==> src/logic/uart_regs_map.svh <==
// Functional notes
// RULE_01: Software never writes the modem status register; such writes are ignored.
// RULE_02: Status bit 7 is inverted carrier detect, or user output two in loopback.
// RULE_03: Status bit 6 is inverted ring indicator, or user output one in loopback.
// RULE_04: Status bit 5 is inverted data set ready, or terminal ready in loopback.
// RULE_05: Status bit 4 is inverted clear to send, or send request in loopback.
// RULE_06: Status bit 3 sets when carrier detect changed since the last status read.
// RULE_07: Status bit 2 sets when the ring indicator input goes low to high.
// RULE_08: Status bit 1 sets when data set ready changed since the last status read.
// RULE_09: Enabled modem interrupt fires on carrier, ring or set-ready flags.
// RULE_10: Bit 0 flags clear-to-send change; interrupts only without autoflow.
// RULE_11: Eight-bit scratch field holds software data and affects nothing else.
// RULE_12: Baud divisor is high latch over low latch, sixteen bits.
// RULE_13: A divisor write reloads the baud generator over two wait cycles.
// RULE_14: Software programs both divisor latches during initialisation.
// RULE_15: Shared low address reaches divisor low when select is set, else data.
// RULE_16: Shared high address reaches divisor high when select is set, else enables.
// RULE_17: Both divisor latches also sit at dedicated addresses.
// RULE_18: Software keeps the bit rate at or below 128 kbps.
// RULE_19: Two read-only identification registers, a word and a byte.
// RULE_20: Reading modem status clears the four change flags.
`ifndef UART_REGS_MAP_SVH
`define UART_REGS_MAP_SVH
`define ADDR_W          6
`define OFS_SHARED_LOW  6'h00
`define OFS_SHARED_HIGH 6'h04
`define OFS_LINE_CTRL   6'h0C
`define OFS_MODEM_CTRL  6'h10
`define OFS_MODEM_STAT  6'h18
`define OFS_SCRATCH     6'h1C
`define OFS_DIV_LOW     6'h20
`define OFS_DIV_HIGH    6'h24
`define OFS_IDENT_WORD  6'h28
`define OFS_IDENT_BYTE  6'h2C
`define LC_DIV_SEL      7
`define MC_TERM_READY   0
`define MC_SEND_REQ     1
`define MC_USER_USER_OUTPUT_FIRST    2
`define MC_USER_USER_OUTPUT_SECOND    3
`define MC_LOOP         4
`define MC_AUTOFLOW     5
`define IE_MODEM        3
`define ST_CD           3
`define ST_RI           2
`define ST_SR           1
`define ST_CS           0
`define FL_CD           3
`define FL_RI           2
`define FL_SR           1
`define FL_CS           0
`define RELOAD_WAITS    2'h2
`define BYTE_RST        8'h00
`define IDENT_BYTE_VAL  8'h00
`define DIV_ONE         16'h0001
`endif

==> src/logic/uart_regs_pkg.sv <==
`include "uart_regs_map.svh"
package uart_regs_pkg;
   typedef struct packed {
      logic [`ADDR_W-1:0] addr;
      logic [31:0]        wdata;
      logic               wr;
      logic               rd;
   } reg_req_t;
   typedef struct packed {
      logic dcd_n;
      logic ri_n;
      logic dsr_n;
      logic cts_n;
   } modem_in_t;
   typedef struct packed {
      logic [7:0]  line_control_reg;
      logic [7:0]  modem_control_reg;
      logic [7:0]  interrupt_enable_reg;
      logic [7:0]  scratch_byte;
      logic [7:0]  div_lo;
      logic [7:0]  div_hi;
      logic [3:0]  prev;
      logic [3:0]  flags;
      logic [31:0] rdata;
      logic [7:0]  tx_data;
      logic        tx_load;
      logic        rx_read;
      logic        irq;
      logic [1:0]  reload;
      logic [15:0] baud_cnt;
      logic        baud_tick;
      logic        busy;
      logic        term_n;
      logic        send_n;
   } state_t;
endpackage

==> src/logic/uart_modem_status_divisor_regs.sv <==
// Decided for this implementation: the register addresses and the address-and-strobe port.
`timescale 1ns/1ns
`default_nettype none
`include "uart_regs_map.svh"
module uart_modem_status_divisor_regs
   import uart_regs_pkg::*;
#(
   // Identification word; the value is arbitrary.
   parameter logic [31:0] IDENT_WORD = 32'h0000_5A5A
) (
   // Clock and reset
   input  wire logic        clk,
   input  wire logic        reset,
   // Register port
   input  wire reg_req_t    req,
   output logic [31:0]      rdata,
   // Receive and transmit data of the surrounding UART
   input  wire logic [7:0]  rx_data,
   output logic             rx_read,
   output logic [7:0]       tx_data,
   output logic             tx_load,
   // Modem lines
   input  wire modem_in_t   modem,
   output logic             term_ready_n,
   output logic             send_req_n,
   // Control towards the rest of the UART
   output logic [7:0]       line_control,
   output logic [7:0]       int_enable,
   output logic [15:0]      divisor,
   output logic             baud_tick,
   output logic             reload_busy,
   output logic             modem_irq
);

   state_t st_q;
   state_t st_d;

   function automatic logic [31:0] word8(input logic [7:0] b);
      word8 = {24'h00_0000, b};
   endfunction

   function automatic logic [15:0] div_word(input logic [7:0] hi,
                                            input logic [7:0] lo);
      div_word = {hi, lo};
   endfunction

   logic       divisor_access_select;
   logic       loop;
   logic [3:0] stat_now;
   logic [3:0] ev;
   logic       rd_stat;
   logic       div_wr;
   logic [15:0] div_now;

   assign divisor_access_select    = st_q.line_control_reg[`LC_DIV_SEL];
   assign loop    = st_q.modem_control_reg[`MC_LOOP];
   assign rd_stat = req.rd && (req.addr == `OFS_MODEM_STAT);
   assign div_now = div_word(st_q.div_hi, st_q.div_lo);

   // Upper status nibble: inverted pins, or the control bits in loopback.
   always_comb begin
      if (loop) begin
         stat_now[`ST_CD] = st_q.modem_control_reg[`MC_USER_USER_OUTPUT_SECOND]; // [RULE_02]
         stat_now[`ST_RI] = st_q.modem_control_reg[`MC_USER_USER_OUTPUT_FIRST]; // [RULE_03]
         stat_now[`ST_SR] = st_q.modem_control_reg[`MC_TERM_READY]; // [RULE_04]
         stat_now[`ST_CS] = st_q.modem_control_reg[`MC_SEND_REQ]; // [RULE_05]
      end else begin
         stat_now[`ST_CD] = ~modem.dcd_n; // [RULE_02]
         stat_now[`ST_RI] = ~modem.ri_n; // [RULE_03]
         stat_now[`ST_SR] = ~modem.dsr_n; // [RULE_04]
         stat_now[`ST_CS] = ~modem.cts_n; // [RULE_05]
      end
   end

   // Change events against the value seen one cycle earlier.
   always_comb begin
      ev[`FL_CD] = stat_now[`ST_CD] ^ st_q.prev[`ST_CD]; // [RULE_06]
      // Ring pin rising means the inverted bit falls.
      ev[`FL_RI] = st_q.prev[`ST_RI] & ~stat_now[`ST_RI]; // [RULE_07]
      ev[`FL_SR] = stat_now[`ST_SR] ^ st_q.prev[`ST_SR]; // [RULE_08]
      ev[`FL_CS] = stat_now[`ST_CS] ^ st_q.prev[`ST_CS]; // [RULE_10]
   end

   assign div_wr = req.wr && ((req.addr == `OFS_DIV_LOW) ||
                              (req.addr == `OFS_DIV_HIGH) ||
                              (divisor_access_select && (req.addr == `OFS_SHARED_LOW)) ||
                              (divisor_access_select && (req.addr == `OFS_SHARED_HIGH)));

   always_comb begin
      st_d = st_q;
      st_d.tx_load = 1'b0;
      st_d.rx_read = 1'b0;
      st_d.rdata = 32'h0000_0000;
      st_d.prev = stat_now;

      // A read clears the flags, but an event in the same cycle still sets.
      if (rd_stat) begin
         st_d.flags = ev; // [RULE_20]
      end else begin
         st_d.flags = st_q.flags | ev; // [RULE_06] [RULE_07] [RULE_08]
      end

      if (req.wr) begin
         case (req.addr)
            `OFS_SHARED_LOW: begin
               if (divisor_access_select) begin
                  st_d.div_lo = req.wdata[7:0]; // [RULE_15]
               end else begin
                  st_d.tx_data = req.wdata[7:0]; // [RULE_15]
                  st_d.tx_load = 1'b1;
               end
            end
            `OFS_SHARED_HIGH: begin
               if (divisor_access_select) begin
                  st_d.div_hi = req.wdata[7:0]; // [RULE_16]
               end else begin
                  st_d.interrupt_enable_reg = req.wdata[7:0]; // [RULE_16]
               end
            end
            `OFS_LINE_CTRL: begin
               st_d.line_control_reg = req.wdata[7:0];
            end
            `OFS_MODEM_CTRL: begin
               st_d.modem_control_reg = req.wdata[7:0];
            end
            `OFS_SCRATCH: begin
               st_d.scratch_byte = req.wdata[7:0]; // [RULE_11]
            end
            `OFS_DIV_LOW: begin
               st_d.div_lo = req.wdata[7:0]; // [RULE_17]
            end
            `OFS_DIV_HIGH: begin
               st_d.div_hi = req.wdata[7:0]; // [RULE_17]
            end
            // Status and identification words take no writes.
            default: begin
               st_d.rdata = 32'h0000_0000; // [RULE_01]
            end
         endcase
      end

      if (req.rd) begin
         case (req.addr)
            `OFS_SHARED_LOW: begin
               if (divisor_access_select) begin
                  st_d.rdata = word8(st_q.div_lo); // [RULE_15]
               end else begin
                  st_d.rdata = word8(rx_data); // [RULE_15]
                  st_d.rx_read = 1'b1;
               end
            end
            `OFS_SHARED_HIGH: begin
               st_d.rdata = word8(divisor_access_select ? st_q.div_hi : st_q.interrupt_enable_reg); // [RULE_16]
            end
            `OFS_LINE_CTRL: begin
               st_d.rdata = word8(st_q.line_control_reg);
            end
            `OFS_MODEM_CTRL: begin
               st_d.rdata = word8(st_q.modem_control_reg);
            end
            `OFS_MODEM_STAT: begin
               st_d.rdata = word8({stat_now, st_q.flags | ev});
            end
            `OFS_SCRATCH: begin
               st_d.rdata = word8(st_q.scratch_byte); // [RULE_11]
            end
            `OFS_DIV_LOW: begin
               st_d.rdata = word8(st_q.div_lo); // [RULE_17]
            end
            `OFS_DIV_HIGH: begin
               st_d.rdata = word8(st_q.div_hi); // [RULE_17]
            end
            `OFS_IDENT_WORD: begin
               st_d.rdata = IDENT_WORD; // [RULE_19]
            end
            `OFS_IDENT_BYTE: begin
               st_d.rdata = word8(`IDENT_BYTE_VAL); // [RULE_19]
            end
            default: begin
               st_d.rdata = 32'h0000_0000;
            end
         endcase
      end

      // Interrupt from the registered flags; the send flag is muted by autoflow.
      st_d.irq = st_q.interrupt_enable_reg[`IE_MODEM] &
                 (st_q.flags[`FL_CD] | st_q.flags[`FL_RI] |
                  st_q.flags[`FL_SR] |
                  (st_q.flags[`FL_CS] & ~st_q.modem_control_reg[`MC_AUTOFLOW])); // [RULE_09] [RULE_10]

      // The generator is held for two cycles while the new divisor loads.
      st_d.baud_tick = 1'b0;
      if (div_wr) begin
         st_d.reload = `RELOAD_WAITS; // [RULE_13]
      end else if (st_q.reload != 2'h0) begin
         st_d.reload = st_q.reload - 2'h1; // [RULE_13]
         st_d.baud_cnt = div_now - `DIV_ONE; // [RULE_12]
      end else if (div_now != 16'h0000) begin
         if (st_q.baud_cnt == 16'h0000) begin
            st_d.baud_cnt = div_now - `DIV_ONE; // [RULE_12]
            st_d.baud_tick = 1'b1;
         end else begin
            st_d.baud_cnt = st_q.baud_cnt - `DIV_ONE;
         end
      end

      // Pin-facing and busy outputs are registered copies of the next state.
      st_d.busy   = (st_d.reload != 2'h0); // [RULE_13]
      st_d.term_n = ~st_d.modem_control_reg[`MC_TERM_READY];
      st_d.send_n = ~st_d.modem_control_reg[`MC_SEND_REQ];
   end

   always_ff @(posedge clk) begin
      if (reset) begin
         st_q.line_control_reg       <= `BYTE_RST;
         st_q.modem_control_reg       <= `BYTE_RST;
         st_q.interrupt_enable_reg       <= `BYTE_RST;
         st_q.scratch_byte       <= `BYTE_RST;
         st_q.div_lo    <= `BYTE_RST;
         st_q.div_hi    <= `BYTE_RST;
         st_q.prev      <= 4'h0;
         st_q.flags     <= 4'h0;
         st_q.rdata     <= 32'h0000_0000;
         st_q.tx_data   <= `BYTE_RST;
         st_q.tx_load   <= 1'b0;
         st_q.rx_read   <= 1'b0;
         st_q.irq       <= 1'b0;
         st_q.reload    <= 2'h0;
         st_q.baud_cnt  <= 16'h0000;
         st_q.baud_tick <= 1'b0;
         st_q.busy      <= 1'b0;
         st_q.term_n    <= 1'b1;
         st_q.send_n    <= 1'b1;
      end else begin
         st_q <= st_d;
      end
   end

   assign rdata        = st_q.rdata;
   assign rx_read      = st_q.rx_read;
   assign tx_data      = st_q.tx_data;
   assign tx_load      = st_q.tx_load;
   assign term_ready_n = st_q.term_n;
   assign send_req_n   = st_q.send_n;
   assign line_control = st_q.line_control_reg;
   assign int_enable   = st_q.interrupt_enable_reg;
   assign divisor      = div_word(st_q.div_hi, st_q.div_lo); // [RULE_12]
   assign baud_tick    = st_q.baud_tick;
   assign reload_busy  = st_q.busy;
   assign modem_irq    = st_q.irq;
endmodule // uart_modem_status_divisor_regs
`default_nettype wire

==> config.mk <==
export PLATFORM = sky130hd
export DESIGN_NAME = uart_modem_status_divisor_regs
export DESIGN_NICKNAME = d
export VERILOG_FILES = /design/src/logic/uart_regs_pkg.sv /design/src/logic/uart_modem_status_divisor_regs.sv
export VERILOG_INCLUDE_DIRS = /design/src /design/src/logic
export SDC_FILE = /design/constraint.sdc
export NUM_CORES = 1
export LEC_CHECK = 0
export BUFFER_PORTS_ARGS = -buffer_cell sky130_fd_sc_hd__buf_2
export CAP_MARGIN = 20
export CORE_ASPECT_RATIO = 1.1
export CORE_MARGIN = 5
export CORE_UTILIZATION = 50
export CTS_BUF_LIST = sky130_fd_sc_hd__clkbuf_4 sky130_fd_sc_hd__clkbuf_8
export DETAILED_ROUTE_END_ITERATION = 12
export GPL_TIMING_DRIVEN = 0
export PLACE_DENSITY = 0.88
export SLEW_MARGIN = 30
export SYNTH_ARGS = -nofsm -noshare
export SYNTH_HDL_FRONTEND = slang
export SYNTH_SLANG_ARGS = --single-unit
==> constraint.sdc <==
create_clock -name clk -period 1.92 [get_ports clk]
set_input_delay 0.384 -clock clk [delete_from_list [all_inputs] [get_ports clk]]
set_output_delay 0.384 -clock clk [all_outputs]
set_load 0.01 [all_outputs]
### Yosys cells after proc, flatten, opt, wreduce, memory -nomap -nowiden

Index checks and enable logic that the tools add are counted.

| word-level totals | value |
|---|---|
| output and inout port bits | 79 |
| word-level logic and storage cells | 105 |
| input bits | 54 |
| register bits after elaboration | 121 |

| operators by class | value |
|---|---|
| reduce and logical (&&, ||, !) cells | 26 |
| eq/ne operators | 10 |
| mux-type cells | 22 |
| add/sub/neg operators | 3 |
| bitwise operators | 24 |

Operator list:

| operator | count |
|---|---|
| $pmux W15 S9 | 1 |
| $mux W8 | 6 |
| $mux W34 | 1 |
| $mux W16 | 2 |
| $mux W32 | 1 |
| $pmux W8 S2 | 2 |
| $sub A16 B1 Y16 const B | 2 |
| $eq A6 B5 Y1 const B | 3 |
| $eq A6 B6 Y1 const B | 3 |
| $mux W17 | 1 |
| $logic_not A16 Y1 | 1 |
| $reduce_bool A16 Y1 | 1 |
| $not A1 Y1 | 14 |
| $reduce_and A3 Y1 | 4 |
| $reduce_bool A2 Y1 | 5 |
| $mux W9 | 1 |
| $mux W4 | 2 |
| $reduce_and A2 Y1 | 4 |
| $eq A6 B3 Y1 const B | 1 |
| $eq A6 B4 Y1 const B | 1 |
| $logic_not A6 Y1 | 1 |
| $mux W2 | 3 |
| $reduce_or A3 Y1 | 2 |
| $logic_and A1 B1 Y1 | 4 |
| other kinds (9) | 19 |

### Depth between registers and ports, before layout

| logic depth | value |
|---|---|
| depth after elaboration | 7 |
| gate-level depth with buffers | 9 |
| mapped depth without buffers | 8 |

### Worst setup path after synthesis

OpenSTA, ideal clock, no wires.

| timing | value |
|---|---|
| path kind | register -> register |
| start | reg st_q, in the netlist divisor[0] |
| end | reg st_q[14] (netlist bit) |
| clock period less this slack | 1,998 ps |
| cell stages (with the launch flop) | 9 |
| arrival | 1,923 ps |
| slack | -78 ps |
| data required time | 1,845 ps |
| path buffers | 0 |
| library setup time | 75 ps |
| cells stage by stage | dfxtp_1 -> inv_1 -> ha_1 -> nor3b_4 -> nand2_1 -> or4_1 -> xor2_1 -> or3_1 -> a31oi_1 |

| on the way | value |
|---|---|
| word-level cells in the longest chain between the ends | 4 |
| elaborated cells between the ends (all ways) | 7 |
| classes of those cells | add/sub (1); mux (3); reduce/logical (3) |

RTL lines:

| element | RTL line | text |
|---|---|---|
| start, declared | uart_modem_status_divisor_regs.sv:35 | `state_t st_q;` |
| start signal, assigned | uart_modem_status_divisor_regs.sv:235 | `st_q <= st_d;` |
| $sub A16 B1 Y16 (no line) | -- |  |
| $mux W16 | uart_modem_status_divisor_regs.sv:199 | `if (st_q.baud_cnt == 16'h0000) begin` |
| $mux W17 | uart_modem_status_divisor_regs.sv:198 | `end else if (div_now != 16'h0000) begin` |
| $mux W16 | uart_modem_status_divisor_regs.sv:195 | `end else if (st_q.reload != 2'h0) begin` |

Several ways; a longest one is shown, not always the timed one. The select of a mux whose other input is x is not followed.
A chain may end at the register's enable or synchronous reset.

### Worst setup path after layout

| timing | value |
|---|---|
| start | reg st_q[17] (netlist bit) |
| end | reg st_q[19] (netlist bit) |

| on the way | value |
|---|---|
| word-level cells in the longest chain between the ends | 4 |
| elaborated cells between the ends (all ways) | 5 |
| classes of those cells | add/sub (1); mux (3); reduce/logical (1) |

RTL lines:

| element | RTL line |
|---|---|
| $sub A16 B1 Y16 (no line) or $logic_not A16 Y1 (tied branches) | -- |
| $mux W16 (*) | uart_modem_status_divisor_regs.sv:199 |
| $mux W17 (*) | uart_modem_status_divisor_regs.sv:198 |
| $mux W16 (*) | uart_modem_status_divisor_regs.sv:195 |

Mark *: on every way between the ends. The rest lies on a longest branch, timed or not. The select of a mux whose other input is x is not followed.

==> impl_results.md <==
- PwrDens: 728.1 nW/um^2
- Final WS setup: -149.4 ps
- CTS tree: yes
- CP Max Fanout: 10
- Yosys cell types: 62
- Final hold violation count: 0
- Reg power frac: 0.427
- Max_slew headroom: 0.5356
- Most repeated cell in the gate-level netlist after synthesis: dfxtp_1
- Vias per cell: 5.798
- H-tree depth: 3
- Fraction of power consumed by the clock network: 0.279
- Register bank with the most flops: st_q
- Total wire length: 17720 um
- Min cycle time layout: 2069 ps
- Switching pwr: 1.787 mW
- Filler cells: 832
- Finish-stage setup viols: 15
- Diode count: 0
- Row count: 39
- Drt first pass iters: 6
- Total global routing track utilization: 0.2597
- Yosys top cell area share: 0.3678
- Share of layout cells above drive strength 1: 0.3587
- Worst Hold Class: in2reg
- FMAX: 483.2 MHz
- Synth area leaders: dfxtp_1 37%, buf_4 10%, a21oi_1 7.1%, mux2i_1 5.8%, nand2_1 5.3%
- Reg2Reg Depth: 8
- P_int: 3.223 mW
- Final HPWL DP: 11790 um
- Synth area leader: dfxtp_1
- Post-Place Setup Slack: -526.7 ps
- Finished Core Util: 0.6621
- I/O pin count: 133
- Post-CTS Hold Buffers: 0
- Worst-skew pair later-pin latency: 390 ps
- Net Sw Frac: 0.3568
- DRC: 0
- Status: complete, but fails checks
- Post-Syn Instances: 663
- Routed WL per cell: 18.52 um
- Maximum buffer depth of the clock tree: 2
- Max-cap check violation count: 0
- Peak VDD IR: 0.4910 mV
- Most used DFF post-synth: dfxtp_1
- Worst Skew: 15.40 ps
- TNS Setup: -1080 ps
- Slew Limit Fails: 0
- CP Launch Type: register
- Post-route ant nets: 0
- Yosys reg bits: 98
- Starting DRT DRC Count: 638
- Nets: 866
- CTS sink count: 98
- Largest net degree at the start of global routing: 21
- Worst Max-Slew Pin Slew: 696.7 ps
- Num CTS Buffers: 9
- Vias in the first global route: 5180
- R2R setup slack: -150 ps
- Max reg flops: 41
- Hold Path Stages: 2
- Core Region: 10390 sq um
- Async set-or-reset flop fraction in the synthesized netlist: 0
- Die Width: 108.5 um
- Hold Startpoint: reset
- Combinational share of power: 0.294
- Clk slew on worst S/H paths: 110 ps
- R2r endpoint: st_q[19]
- GP Congestion: 1.033
- Final worst-path cycle share: 1.078
- RSZ-0062 raised after global routing: true
- Kind of end point of the critical path: register
- Die Area: 12840 sq um
- Initial cell density of the core: 0.5132
- GRT overflow: 0
- Reg2Reg Launch Point: st_q[17]
- Root Driver: clkbuf_8
- Failing checks: setup timing
- Commonest cells post-synth: 98 x dfxtp_1, 76 x a21oi_1, 76 x nand2_1
- First-pass GRT wire length: 26630 um
- Synth Cell Area: 5334 sq um
- Sequential fraction of the synthesis area: 0.3678
- Leakage Power: 3.082 nW
- Hold worst-path end: st_q[20]
- Critical path class: reg2reg
- Die height: 118.3 um
- Initial antenna violation count: 0
- Synth Area per Inst: 8.045 sq um
- YS warnings: 0
- CP required: 2160 ps
- Post-synth EDFFs: 0
- P&R area growth vs syn: 29.02%
- Port Buffers: 87
- Arr. time, crit path: 2310 ps
- Via count: 5549
-- cell families after synthesis --
| logic type | Yosys count | synth area share |
|---|---|---|
| flip-flops | 98 | 0.3678 |
| AND/OR/NAND/NOR | 254 | 0.2372 |
| other | 1 | 0.0007031 |
| adder cells (fa/ha/maj) | 3 | 0.007038 |
| multiplexers | 35 | 0.06662 |
| XOR/XNOR | 18 | 0.02956 |
| buffers and inverters | 114 | 0.1379 |
| AO/OA/AOI/OAI | 140 | 0.1532 |
-- metal layers --
metal  wire length [um]  global-route usage  up-vias
met2               8557              0.4192      388
li1                   -                   -     2525
met1               6374              0.3225     2543
met5                  0                   0        -
met4               1042              0.1365        0
met3               1748             0.05507       93
-- power by group through the flow --
stage	Clock [mW]	Sequential [mW]	Combinational, mW
2_1_floorplan	0	2.16	0.725
3_3_place_gp	0	2.17	0.988
3_5_place_dp	0	2.17	0.987
4_1_cts	1.40	2.14	1.19
5_1_grt	1.49	2.15	1.57
6_report	1.40	2.14	1.47
-- placed cells by master, fill, tap and decap left out, drive strengths merged, types with 7 or more instances in the layout --
cell type / instances
a21oi: 76
a221oi: 7
a31oi: 8
buf: 195
clkbuf: 32
conb: 20
dfxtp: 98
inv: 14
mux2i: 31
nand2: 76
nand3: 42
nor2: 68
nor3: 14
nor4: 12
o21ai: 26
xnor2: 11
xor2: 7
-- timing repair --
action / in CTS / in global routing
setup buffers: 19 / 10
gates resized for setup: 51 / 61
endpoints found under the hold margin: 0 / 0
pin swaps: 14 / 27
gates cloned: 1 / 1
setup endpoints to repair: 34 / 31
-- worst max-delay path by stage --
stage                     startpoint  endpoint  slack, ps  cells after the start
final                       st_q[17]  st_q[19]       -150                      8
after global routing         st_q[5]  st_q[19]       -250                     10
after CTS                 divisor[1]  st_q[14]       -100                      8
after detailed placement     req[38]  rdata[1]       -530                      7
after global placement       req[38]  rdata[7]       -600                      8
after floorplan           divisor[0]  st_q[14]        -60                      8
-- metrics by stage --
stage | std cells | instance area (sq um) | hold WS [ps] | power [mW]
floorplan | 682 | 5411 | 432.9 | 2.887
global placement | 912 | 6026 | 442.2 | 3.161
detailed placement | 912 | 6026 | 447.8 | 3.162
CTS | 947 | 6599 | 191.7 | 4.720
global route | 957 | 6882 | 203.0 | 5.206
finish | 957 | 6882 | 197.4 | 5.010
-- cell type report --
type | count | area [sq um] | area share
Clock inverter | 7 | 80.08 | 0.01164
Clock buffer | 9 | 123.9 | 0.01800
Tap cell | 143 | 178.9 | 0.02600
Timing Repair Buffer | 116 | 688.2 | 0.1000
Buffer | 103 | 715.7 | 0.1040
Inverter | 10 | 42.54 | 0.006182
Multi-Input combinational cell | 471 | 3067 | 0.4456
Sequential cell | 98 | 1986 | 0.2885
-- worst max-delay path, cell delays in order (launching register included) --
cell,delay [ps]
dfxtp_1,390
nor4_4,390
nand4_1,230
buf_4,210
nand2_4,150
buf_8,170
a21oi_1,50
o21ai_0,240
a21oi_1,110
Note: power is estimated with default switching activity, not from simulation.
